--- src/design/emap_pkg.sv ---
package emap_pkg;
	localparam int ADDR_W = 16;
	localparam int BYTE_W = 8;
	localparam int BANK_W = 8;
	localparam int NIB_W = 4;
	localparam int MEMBUS_W = 16;
	localparam int REGBUS_W = 8;
	localparam int IRQBUS_W = 6;
	localparam int BANK_REGS = 2;
	// Bit 15 marks the upper 32 K half that bank bits page
	localparam int PAGE_BIT = 15;
	localparam logic [7:0] BANK_RESET = 8'h00;
	localparam logic [7:0] BUS_IDLE = 8'h00;
	localparam logic SPACE_PROGRAM = 1'b1;
	localparam logic SPACE_DATA = 1'b0;
	typedef enum logic [1:0] {
		EMAP_CMD_NONE,
		EMAP_CMD_SET_DATA,
		EMAP_CMD_SET_PROG
	} emap_cmd_e;
endpackage

--- src/design/emap_bank_regs.sv ---
`timescale 1ns/10ps
// One bank page per space, written by the core, read back through a register
module emap_bank_regs #(
	parameter int DEPTH = emap_pkg::BANK_REGS,
	parameter int WIDTH = emap_pkg::BANK_W
) (
	input wire logic clk,
	input wire logic reset_n,
	input wire logic wr_en,
	input wire logic wr_idx,
	input wire logic [WIDTH-1:0] wr_data,
	input wire logic rd_idx,
	output logic [WIDTH-1:0] rd_data
);
	logic [WIDTH-1:0] mem_q [DEPTH];

	always_ff @(posedge clk or negedge reset_n) begin
		if (!reset_n) begin
			for (int i = 0; i < DEPTH; i++) begin
				mem_q[i] <= emap_pkg::BANK_RESET;
			end
		end else if (wr_en) begin
			mem_q[wr_idx] <= wr_data;
		end
	end

	always_ff @(posedge clk or negedge reset_n) begin
		if (!reset_n) begin
			rd_data <= emap_pkg::BANK_RESET;
		end else begin
			rd_data <= mem_q[rd_idx];
		end
	end
endmodule

--- src/design/emap_port.sv ---
`timescale 1ns/10ps
// Behaviour
// - The muxed port carries address bits 0-7 then data bits 0-7 of each external transfer.
// - Off-chip memory is addressed by the muxed port, the high port (A8-A15) and the low port.
// - Eight bank lines carry address bits 16-23, one per bit in ascending order.
// - A separate eight-line port drives address bits 0-7 unmultiplexed.
// - Without bank switching there are program and data spaces of 65,536 bytes each.
// - With bank switching only the upper 32 K of each space is paged, giving 8 M per space.
// - Every fetch is an external program-space cycle; non-fetch accesses flagged internal stay on-chip.
// - A program/data select is output per cycle and the decoder steers memory by it.
// - The set-data instruction selects data space and set-program selects program space.
// - High and low nibble enable inputs gate the upper and lower four bank bits.
// - The internal memory bus is 16 bits, apart from an 8-bit register and 6-bit irq/DMA bus.
// - The address strobe pulses low once per cycle; address, direction, space valid at its rise.
// - Write data is valid at data strobe fall; read data sampled one cycle before its rise; none on-chip.
// - Read/write is low only for writes to external memory, high otherwise.
module emap_port (
	input wire logic clk,
	input wire logic reset_n,
	// Core side
	input wire logic req_valid,
	output logic req_ready,
	input wire logic [emap_pkg::MEMBUS_W-1:0] req_addr,
	input wire logic req_write,
	input wire logic req_fetch,
	input wire logic req_internal,
	input wire logic req_stack,
	input wire logic [emap_pkg::BYTE_W-1:0] req_wdata,
	input wire logic [1:0] space_cmd,
	input wire logic bank_enable,
	input wire logic bank_wr_en,
	input wire logic bank_wr_space,
	input wire logic [emap_pkg::BANK_W-1:0] bank_wr_data,
	input wire logic [emap_pkg::REGBUS_W-1:0] reg_addr,
	input wire logic [emap_pkg::IRQBUS_W-1:0] irq_dma_vec,
	output logic [emap_pkg::REGBUS_W-1:0] reg_addr_q,
	output logic [emap_pkg::IRQBUS_W-1:0] irq_dma_vec_q,
	output logic resp_valid,
	output logic [emap_pkg::BYTE_W-1:0] resp_rdata,
	output logic space_is_program,
	// Pin side
	input wire logic [emap_pkg::BYTE_W-1:0] muxed_addr_data_in,
	output logic [emap_pkg::BYTE_W-1:0] muxed_addr_data_out,
	output logic muxed_addr_data_oe,
	output logic [emap_pkg::BYTE_W-1:0] high_addr,
	output logic [emap_pkg::BYTE_W-1:0] low_addr,
	output logic [emap_pkg::BANK_W-1:0] bank_addr,
	input wire logic bank_high_nibble_enable,
	input wire logic bank_low_nibble_enable,
	output logic prog_data_sel,
	output logic address_strobe_n,
	output logic data_strobe_n,
	output logic read_write
);
	typedef enum logic [2:0] {
		ST_IDLE,
		ST_ADDR,
		ST_LATCH,
		ST_DATA,
		ST_END
	} emap_state_e;

	emap_state_e state_q;
	logic space_q;
	logic cyc_space_q;
	logic cyc_write_q;
	logic cyc_int_q;
	logic [emap_pkg::MEMBUS_W-1:0] cyc_addr_q;
	logic [emap_pkg::BYTE_W-1:0] cyc_wdata_q;
	logic [emap_pkg::BANK_W-1:0] bank_page;
	logic [1:0] nib_en_sync;
	logic take;
	logic take_space;

	// Bank enables come straight from pins, so they are synchronised first
	emap_sync2 #(.WIDTH(2)) u_sync (
		.clk(clk),
		.reset_n(reset_n),
		.async_in({bank_high_nibble_enable, bank_low_nibble_enable}),
		.sync_out(nib_en_sync)
	);

	// Page register for the space of the cycle being launched
	emap_bank_regs u_bank (
		.clk(clk),
		.reset_n(reset_n),
		.wr_en(bank_wr_en),
		.wr_idx(bank_wr_space),
		.wr_data(bank_wr_data),
		.rd_idx(take_space),
		.rd_data(bank_page)
	);

	function automatic logic [emap_pkg::BANK_W-1:0] bank_bits(
		input logic [emap_pkg::MEMBUS_W-1:0] addr,
		input logic [emap_pkg::BANK_W-1:0] page,
		input logic en,
		input logic [1:0] nib
	);
		logic [emap_pkg::BANK_W-1:0] b;
		b = '0;
		if (en && addr[emap_pkg::PAGE_BIT]) begin
			if (nib[1]) begin
				b[emap_pkg::BANK_W-1:emap_pkg::NIB_W] = page[emap_pkg::BANK_W-1:emap_pkg::NIB_W];
			end
			if (nib[0]) begin
				b[emap_pkg::NIB_W-1:0] = page[emap_pkg::NIB_W-1:0];
			end
		end
		return b;
	endfunction

	// On-chip RAM cycles never turn the external bus around
	function automatic logic ext_write(
		input logic write,
		input logic internal
	);
		return write && !internal;
	endfunction

	assign take = (state_q == ST_IDLE) && req_valid;
	// Fetches always go to program space; stack traffic that is not a fetch always to data space
	always_comb begin
		if (req_fetch) begin
			take_space = emap_pkg::SPACE_PROGRAM;
		end else if (req_stack) begin
			take_space = emap_pkg::SPACE_DATA;
		end else begin
			take_space = space_q;
		end
	end

	always_ff @(posedge clk or negedge reset_n) begin
		if (!reset_n) begin
			space_q <= emap_pkg::SPACE_PROGRAM;
		end else if (space_cmd == 2'(emap_pkg::EMAP_CMD_SET_DATA)) begin
			space_q <= emap_pkg::SPACE_DATA;
		end else if (space_cmd == 2'(emap_pkg::EMAP_CMD_SET_PROG)) begin
			space_q <= emap_pkg::SPACE_PROGRAM;
		end
	end

	// Register and interrupt buses only pass through a stage here
	always_ff @(posedge clk or negedge reset_n) begin
		if (!reset_n) begin
			reg_addr_q <= '0;
			irq_dma_vec_q <= '0;
		end else begin
			reg_addr_q <= reg_addr;
			irq_dma_vec_q <= irq_dma_vec;
		end
	end

	always_ff @(posedge clk or negedge reset_n) begin
		if (!reset_n) begin
			cyc_addr_q <= '0;
			cyc_wdata_q <= emap_pkg::BUS_IDLE;
			cyc_write_q <= 1'b0;
			cyc_int_q <= 1'b0;
			cyc_space_q <= emap_pkg::SPACE_PROGRAM;
		end else if (take) begin
			cyc_addr_q <= req_addr;
			cyc_wdata_q <= req_wdata;
			cyc_write_q <= req_write;
			cyc_int_q <= req_internal && !req_fetch;
			cyc_space_q <= take_space;
		end
	end

	always_ff @(posedge clk or negedge reset_n) begin
		if (!reset_n) begin
			state_q <= ST_IDLE;
		end else begin
			case (state_q)
				ST_IDLE: begin
					if (take) begin
						state_q <= ST_ADDR;
					end
				end
				ST_ADDR: state_q <= ST_LATCH;
				ST_LATCH: state_q <= ST_DATA;
				ST_DATA: state_q <= ST_END;
				default: state_q <= ST_IDLE;
			endcase
		end
	end

	// Address pins; bank page was read in the launch cycle, ready in ST_ADDR
	always_ff @(posedge clk or negedge reset_n) begin
		if (!reset_n) begin
			high_addr <= emap_pkg::BUS_IDLE;
			low_addr <= emap_pkg::BUS_IDLE;
			bank_addr <= emap_pkg::BANK_RESET;
		end else if (state_q == ST_ADDR) begin
			high_addr <= cyc_addr_q[emap_pkg::MEMBUS_W-1:emap_pkg::BYTE_W];
			low_addr <= cyc_addr_q[emap_pkg::BYTE_W-1:0];
			bank_addr <= bank_bits(cyc_addr_q, bank_page, bank_enable, nib_en_sync);
		end
	end

	// Space select moves only with a new address, so decoders see it steady all cycle
	always_ff @(posedge clk or negedge reset_n) begin
		if (!reset_n) begin
			prog_data_sel <= emap_pkg::SPACE_PROGRAM;
		end else if (state_q == ST_ADDR) begin
			prog_data_sel <= cyc_space_q;
		end
	end

	// One low cycle per memory cycle, on-chip ones included
	always_ff @(posedge clk or negedge reset_n) begin
		if (!reset_n) begin
			address_strobe_n <= 1'b1;
		end else begin
			address_strobe_n <= !(state_q == ST_ADDR);
		end
	end

	// Direction is set with the address so it is valid at the strobe's rise
	always_ff @(posedge clk or negedge reset_n) begin
		if (!reset_n) begin
			read_write <= 1'b1;
		end else if (state_q == ST_ADDR) begin
			read_write <= !ext_write(cyc_write_q, cyc_int_q);
		end else if (state_q == ST_END) begin
			read_write <= 1'b1;
		end
	end

	// Low byte pins: address first, then the write byte
	always_ff @(posedge clk or negedge reset_n) begin
		if (!reset_n) begin
			muxed_addr_data_out <= emap_pkg::BUS_IDLE;
		end else if (state_q == ST_ADDR) begin
			muxed_addr_data_out <= cyc_addr_q[emap_pkg::BYTE_W-1:0];
		end else if (state_q == ST_LATCH) begin
			muxed_addr_data_out <= cyc_wdata_q;
		end
	end

	// The address is driven on every cycle so the pins never float under the strobe;
	// in the data phase only external writes keep driving
	always_ff @(posedge clk or negedge reset_n) begin
		if (!reset_n) begin
			muxed_addr_data_oe <= 1'b0;
		end else begin
			case (state_q)
				ST_ADDR: begin
					muxed_addr_data_oe <= 1'b1;
				end
				ST_LATCH: begin
					muxed_addr_data_oe <= ext_write(cyc_write_q, cyc_int_q);
				end
				ST_DATA: begin
					muxed_addr_data_oe <= muxed_addr_data_oe;
				end
				default: begin
					muxed_addr_data_oe <= 1'b0;
				end
			endcase
		end
	end

	// Two low cycles; on-chip RAM cycles keep it high throughout
	always_ff @(posedge clk or negedge reset_n) begin
		if (!reset_n) begin
			data_strobe_n <= 1'b1;
		end else if (state_q == ST_LATCH || state_q == ST_DATA) begin
			data_strobe_n <= cyc_int_q;
		end else begin
			data_strobe_n <= 1'b1;
		end
	end

	// Read data taken at the end of the first low cycle of the data strobe
	always_ff @(posedge clk or negedge reset_n) begin
		if (!reset_n) begin
			resp_rdata <= emap_pkg::BUS_IDLE;
		end else if (state_q == ST_DATA && !cyc_write_q) begin
			resp_rdata <= muxed_addr_data_in;
		end
	end

	always_ff @(posedge clk or negedge reset_n) begin
		if (!reset_n) begin
			resp_valid <= 1'b0;
			req_ready <= 1'b0;
		end else begin
			resp_valid <= (state_q == ST_DATA);
			req_ready <= (state_q == ST_END);
		end
	end

	always_ff @(posedge clk or negedge reset_n) begin
		if (!reset_n) begin
			space_is_program <= emap_pkg::SPACE_PROGRAM;
		end else begin
			space_is_program <= space_q;
		end
	end
endmodule

--- src/design/emap_sync2.sv ---
`timescale 1ns/10ps
module emap_sync2 #(
	parameter int WIDTH = 1
) (
	input wire logic clk,
	input wire logic reset_n,
	input wire logic [WIDTH-1:0] async_in,
	output logic [WIDTH-1:0] sync_out
);
	logic [WIDTH-1:0] meta_q;

	always_ff @(posedge clk or negedge reset_n) begin
		if (!reset_n) begin
			meta_q <= '0;
			sync_out <= '0;
		end else begin
			meta_q <= async_in;
			sync_out <= meta_q;
		end
	end
endmodule

--- config.mk ---
export PLATFORM = sky130hd
export DESIGN_NAME = emap_port
export DESIGN_NICKNAME = d
export VERILOG_FILES = /design/src/design/emap_pkg.sv /design/src/design/emap_bank_regs.sv /design/src/design/emap_port.sv /design/src/design/emap_sync2.sv
export SDC_FILE = /design/constraint.sdc
export NUM_CORES = 1
export LEC_CHECK = 0
export ABC_AREA = 1
export BUFFER_PORTS_ARGS = -buffer_cell sky130_fd_sc_hd__buf_2
export CAP_MARGIN = 20
export CORE_MARGIN = 5
export CORE_UTILIZATION = 45
export DETAILED_ROUTE_END_ITERATION = 16
export PLACE_DENSITY_LB_ADDON = 0.2
export SETUP_SLACK_MARGIN = 0.02
export SLEW_MARGIN = 0
export SYNTH_ARGS = -nofsm -noshare
export SYNTH_HDL_FRONTEND = slang
export SYNTH_SLANG_ARGS = --single-unit
--- constraint.sdc ---
create_clock -name clk -period 1.3 [get_ports clk]
set_input_delay 0.13 -clock clk [delete_from_list [all_inputs] [get_ports clk]]
set_output_delay 0.13 -clock clk [all_outputs]
set_load 0.02 [all_outputs]
After elaboration in Yosys (flattened, before gate mapping)
Index checks and enable logic that the tools add are counted.
{"block": "word_totals", "out_inout_bits": 62, "register_bits": 121, "word_cells": 76, "in_bits": 68}
{"block": "op_classes", "eq_ne": 7, "mux": 21, "bitwise_logic": 2, "magnitude_cmp": 3, "n_reduce_logical": 16}
{"operator": "two-way mux 8 bit", "n": 7}
{"operator": "bitwise mux 16 bit", "n": 1}
{"operator": "case mux 3 bit (4 select lines)", "n": 1}
{"operator": "demux 8 bit (select 1 bit)", "n": 1}
{"operator": "two-way mux 4 bit", "n": 2}
{"operator": "two-way mux 1 bit", "n": 7}
{"operator": "== test 3 x 2 -> 1 bit, second input constant", "n": 2}
{"operator": "logical AND 1 bit", "n": 6}
{"operator": "nonzero test 2 bit", "n": 3}
{"operator": "logical NOT 1 bit", "n": 5}
{"operator": ">= comparator 2 bit, second input constant", "n": 2}
{"operator": "inverter 1 -> 2 bit", "n": 2}
{"operator": "== test 3 x 1 -> 1 bit, second input constant", "n": 1}
{"operator": "== test 3 bit, second input constant", "n": 1}
{"operator": "logical NOT 3 bit", "n": 1}
{"operator": "two-way mux 3 bit", "n": 1}
{"operator": "case mux 1 bit (3 select lines)", "n": 1}
{"operator": "== test 2 x 1 -> 1 bit, second input constant", "n": 1}
{"operator": "== test 2 bit, second input constant", "n": 1}
{"operator": "< comparator 2 x 1 -> 1 bit, second input constant", "n": 1}
{"operator": "!= test 2 bit, second input constant", "n": 1}
{"operator": "logical OR 1 bit", "n": 1}

Depth between registers and ports, before layout
{"block": "depth", "word_depth": 6, "ltp_mapped": 6}

Hierarchy
Synthesis repeated with hierarchy kept, for this count alone.
{"block": "hier_totals", "cells_unflattened": 453, "hier_area_um2": 4541.9}
{"module": "emap_port", "area_per_inst_um2": 3450.8, "seq_area_each_um2": 2336.0, "n_inst": 1, "cells_per_inst": 346}
{"module": "emap_bank_regs", "area_per_inst_um2": 991.0, "seq_area_each_um2": 600.6, "n_inst": 1, "cells_per_inst": 103}
{"module": "emap_sync2", "area_per_inst_um2": 100.1, "seq_area_each_um2": 100.1, "n_inst": 1, "cells_per_inst": 4}

Least setup slack after synthesis
OpenSTA, ideal clock, no wires.
{"block": "synth_path", "kind": "reg2reg", "start": "reg state_q[2]", "end": "reg cyc_addr_q[15] (netlist name)", "synth_period_minus_slack_ns": 1.166, "stages_incl_launch_ff": 6, "setup_ns": 0.126, "path_slack_ns": 0.134, "arrival_ns": 1.040, "cell_sequence": "dfrtp_1 > nor2_4 > nand3_4 > buf_4 > nand2_1 > o21ai_0"}
{"block": "synth_between", "elab_chain_len": 2}
{"element": "start, declared", "line": "emap_port.sv:63", "source": "emap_state_e state_q;"}
{"element": "start signal, assigned", "line": "emap_port.sv:172", "source": "state_q <= ST_IDLE;"}
{"element": "start signal, assigned", "line": "emap_port.sv:177", "source": "state_q <= ST_ADDR;"}
{"element": "start signal, assigned", "line": "emap_port.sv:180", "source": "ST_ADDR: state_q <= ST_LATCH;"}
{"element": "logical NOT 3 bit", "line": "emap_port.sv:121", "source": "assign take = (state_q == ST_IDLE) && req_valid;"}
{"element": "logical AND 1 bit", "line": "emap_port.sv:121"}
{"element": "end signal, assigned", "line": "emap_port.sv:162", "source": "cyc_addr_q <= req_addr;"}
{"element": "end, declared", "line": "emap_port.sv:68", "source": "logic [emap_pkg::MEMBUS_W-1:0] cyc_addr_q;"}
Every way passes these cells.
A chain may end at the register's enable or synchronous reset.

Worst setup path in the final report
{"block": "layout_path", "start": "reg prog_data_sel", "end": "out prog_data_sel"}
{"element": "start, declared", "line": "emap_port.sv:50", "source": "output logic prog_data_sel,"}
{"element": "start signal, assigned", "line": "emap_port.sv:204", "source": "prog_data_sel <= emap_pkg::SPACE_PROGRAM;"}
{"element": "start signal, assigned", "line": "emap_port.sv:206", "source": "prog_data_sel <= cyc_space_q;"}
No word-level cell between the ends.

==> results.sh <==
export IMPL_run_status="finished, final reports clean"
export IMPL_critPathCaptureType="primary output"
export IMPL_area_growth_pct=48.68
export IMPL_cp_cell_sequence="buf_6"
export IMPL_vias_per_cell=4.559
export IMPL_worst_ep_arrival_time_ns=1.16
export IMPL_first_global_vias=3791
export IMPL_p_comb_frac=0.315
export IMPL_antenna_found_initial=0
export IMPL_placement_rows=36
export IMPL_critical_path_max_fanout=2
export IMPL_number_of_iterations_in_the_first_detailed_routing_pass=4
export IMPL_syn_area_sq_um=4511
export IMPL_leakage_nw=3.562
export IMPL_largest_net_degree_at_the_start_of_global_routing=69
export IMPL_max_stage_delay_ns=0.54
export IMPL_timing_final_max_slew_violations=0
export IMPL_grtUsageTotal=0.1905
export IMPL_max_cap_viol_count=0
export IMPL_synth_edff_count=0
export IMPL_route_vias_total=3679
export IMPL_netlist_top_cells_count="sky130_fd_sc_hd__nand2_1, sky130_fd_sc_hd__dfrtp_1, sky130_fd_sc_hd__o21ai_0"
export IMPL_avgSynthCellArea_sq_um=10.11
export IMPL_tritoncts_num_buffers=17
export IMPL_clock_power_share=0.305
export IMPL_routabilityCongestion=0.7788
export IMPL_synth_cell_types=21
export IMPL_postRouteWirelength_um=10440
export IMPL_ff2ff_path_depth=5
export IMPL_clkLatencyLatePin_ns=0.51
export IMPL_path_clk_slew_ns=0.06
export IMPL_swShare=0.3352
export IMPL_max_slew_worst_pin_slew_ns=0.4656
export IMPL_num_nets_final=730
export IMPL_synthTopCellsByArea="sky130_fd_sc_hd__dfrtp_1, sky130_fd_sc_hd__nand2_1, sky130_fd_sc_hd__o21ai_0, sky130_fd_sc_hd__dfstp_2, sky130_fd_sc_hd__nand3_1"
export IMPL_dp_final_hpwl_um=6673
export IMPL_clock_skew_final_ns=0.008582
export IMPL_totalPowerFinal_w=0.01493
export IMPL_post_synth_inst_count=446
export IMPL_fp_dieArea_sq_um=12130
export IMPL_yosysMostFrequentCell="sky130_fd_sc_hd__nand2_1"
export IMPL_route_detailed_drc=0
export IMPL_ys_warn_count=0
export IMPL_io_pin_count=130
export IMPL_post_route_period_util=0.9925
export IMPL_timing_critical_path_depth=1
export IMPL_layout_setup_ws_ns=0.009707
export IMPL_io_buffers=129
export IMPL_globalRouteOverflowTotal=0
export IMPL_cts_tree="built"
export IMPL_worst_path_max_delay_cell="sky130_fd_sc_hd__dfstp_2"
export IMPL_startpoint_type="flop"
export IMPL_cts_sinks=121
export IMPL_final_setup_violation_count=0
export IMPL_synth_seq_cells=121
export IMPL_postSynth_topFlopCell="sky130_fd_sc_hd__dfrtp_1"
export IMPL_seq_power_share=0.380
export IMPL_floorplan_die_width_um=110.1
export IMPL_buffers_plus_inverters_on_the_worst_setup_path=1
export IMPL_hold_start="req_stack"
export IMPL_ir_worst_vdd_v=0.0009670
export IMPL_htreeDepth=4
export IMPL_antenna_diode_count=0
export IMPL_mappedNetlistNets=515
export IMPL_clock_root_buffer="sky130_fd_sc_hd__clkbuf_8"
export IMPL_synthDominantAreaCellType="sky130_fd_sc_hd__dfrtp_1"
export IMPL_p_per_area_nw_per_um2=2227
export IMPL_timing_critical_path_from="prog_data_sel$_DFFE_PN1P_"
export IMPL_worst_r2r_startpoint="state_q[2]$_DFFE_PN0P_"
export IMPL_start_util=0.4615
export IMPL_core_sq_um=9774
export IMPL_sequential_cell_area_fraction_in_the_yosys_report=0.6732
export IMPL_die_height_um=110.1
export IMPL_intPower_w=0.009927
export IMPL_initialDrtViolationCount=155
export IMPL_hold_path_depth=5
export IMPL_detail_route_wl_per_cell_um=12.94
export IMPL_first_pass_grt_wire_length_um=17700
export IMPL_max_clock_path_buffers=2
export IMPL_dp_worst_setup_slack_ns=0.02958
export IMPL_layout_cell_share_with_drive_strength_beyond_1=0.2878
export IMPL_async_flop_share=1.000
export IMPL_fin_crit_ns=1.290
export IMPL_critPathTopFamily="flip-flops"
export IMPL_max_slew_margin=0.6889
export IMPL_report_final_hold_viol_count=0
export IMPL_net_switching_power_w=0.005006
export IMPL_worst_endpoint_required_ns=1.17
export IMPL_crit_type="reg2out"
export IMPL_fmax_mhz=775.0
export IMPL_worst_hold_path_type="in2reg"
export IMPL_ant_nets=0
export IMPL_area_fraction_of_the_dominant_cell_type_after_synthesis=0.6325
export IMPL_unrepaired_setup_endpoints_after_global_routing="true"
[worst paths after layout]
path / endpoint / slack, ns
setup / recovery: prog_data_sel / 0.01
hold / removal: u_bank.rd_data[7]$_DFF_PN0_ / 0.03
setup reg to reg: cyc_addr_q[10]$_DFFE_PN0P_ / 0.09
hold reg to reg: u_sync.sync_out[1]$_DFF_PN0_ / 0.35
max in group asynchronous: read_write$_DFFE_PN1P_ / 0.77
min in group asynchronous: irq_dma_vec_q[3]$_DFF_PN0_ / 0.17
[power by group through the flow]
stage                     registers (W)  clock network, W  logic (W)
after floorplan                 0.00638                 0    0.00212
after global placement          0.00567                 0    0.00430
after detailed placement        0.00571                 0    0.00440
after CTS                       0.00568           0.00465    0.00466
after global routing            0.00582           0.00483    0.00526
final                           0.00567           0.00455    0.00471
[cell type report]
class	count	area [sq um]
clock buffers	24	460.4
fillers	779	3068
multi-input cells	266	1209
repair buffers	211	1545
inverters	44	167.7
clock inverters	8	120.1
well taps	133	166.4
flip-flops and latches	121	3038
[registers in the layout, indices dropped and copies added (netlist names), 2 cells and up]
| signal | cells |
|---|---|
| high_addr | 8 |
| u_sync.sync_out | 2 |
| u_bank.rd_data | 8 |
| muxed_addr_data_out | 8 |
| u_sync.meta_q | 2 |
| low_addr | 8 |
| state_q | 3 |
| reg_addr_q | 8 |
| u_bank.mem_q | 16 |
| irq_dma_vec_q | 6 |
| resp_rdata | 8 |
| cyc_wdata_q | 8 |
| cyc_addr_q | 16 |
| bank_addr | 8 |
[cells by family after synthesis]
group                      count (synthesis)  synth area share
adders and majority gates                  1          0.002773
buffers and inverters                     59           0.06158
and+or+nand+nor                          211            0.2017
DFF                                      121            0.6732
AOI/OAI and AO/OA                         54           0.06075
[per-stage QoR]
stage | hold WS [ns] | utilization | instances | cell area (sq um) | setup TNS, ns
after floorplan | -0.1656 | - | 446 | 4511 | 0
after global placement | 0.1553 | 0.5512 | 706 | 5388 | 0
final | 0.02591 | 0.6861 | 807 | 6706 | 0
after detailed placement | 0.1630 | 0.5512 | 706 | 5388 | 0
after CTS | 0.005776 | 0.6811 | 804 | 6658 | -0.04765
after global routing | 0.02460 | 0.6861 | 807 | 6706 | -0.1127
[cell usage in the layout, fill, tap and decap left out]
cell / instances
sky130_fd_sc_hd__a21oi_4: 1
sky130_fd_sc_hd__buf_12: 7
sky130_fd_sc_hd__buf_2: 123
sky130_fd_sc_hd__buf_4: 11
sky130_fd_sc_hd__buf_6: 5
sky130_fd_sc_hd__bufinv_16: 3
sky130_fd_sc_hd__clkbuf_1: 5
sky130_fd_sc_hd__clkbuf_16: 16
sky130_fd_sc_hd__clkbuf_8: 3
sky130_fd_sc_hd__clkinv_2: 3
sky130_fd_sc_hd__clkinvlp_4: 2
sky130_fd_sc_hd__dfrtp_1: 113
sky130_fd_sc_hd__dfrtp_2: 1
sky130_fd_sc_hd__dfstp_2: 7
sky130_fd_sc_hd__dlygate4sd3_1: 65
sky130_fd_sc_hd__ha_1: 1
sky130_fd_sc_hd__inv_1: 43
sky130_fd_sc_hd__inv_4: 1
sky130_fd_sc_hd__nand2_1: 161
sky130_fd_sc_hd__nand2_2: 5
sky130_fd_sc_hd__nand3_1: 35
sky130_fd_sc_hd__nand3_4: 2
sky130_fd_sc_hd__nand3b_1: 1
sky130_fd_sc_hd__nor2_1: 3
sky130_fd_sc_hd__nor2_4: 3
sky130_fd_sc_hd__nor3_4: 1
sky130_fd_sc_hd__o21ai_0: 45
sky130_fd_sc_hd__o21ai_1: 8
[timing repair]
item | in CTS | in global routing
pin swaps | 0 | 2
setup buffers | 1 | 3
setup endpoints to repair | 5 | 26
endpoints found under the hold margin | 198 | 0
resized for setup | 10 | 5
hold buffers | 65 | 0
[per-layer routing]
layer,global-route usage,up-vias,wire length (um)
li1,-,1829,-
met1,0.2272,1732,4561
met2,0.3228,98,5083
met3,0.05125,20,576
met4,0.08619,0,222
met5,0,-,0
Power figures use the tool's default switching activity.
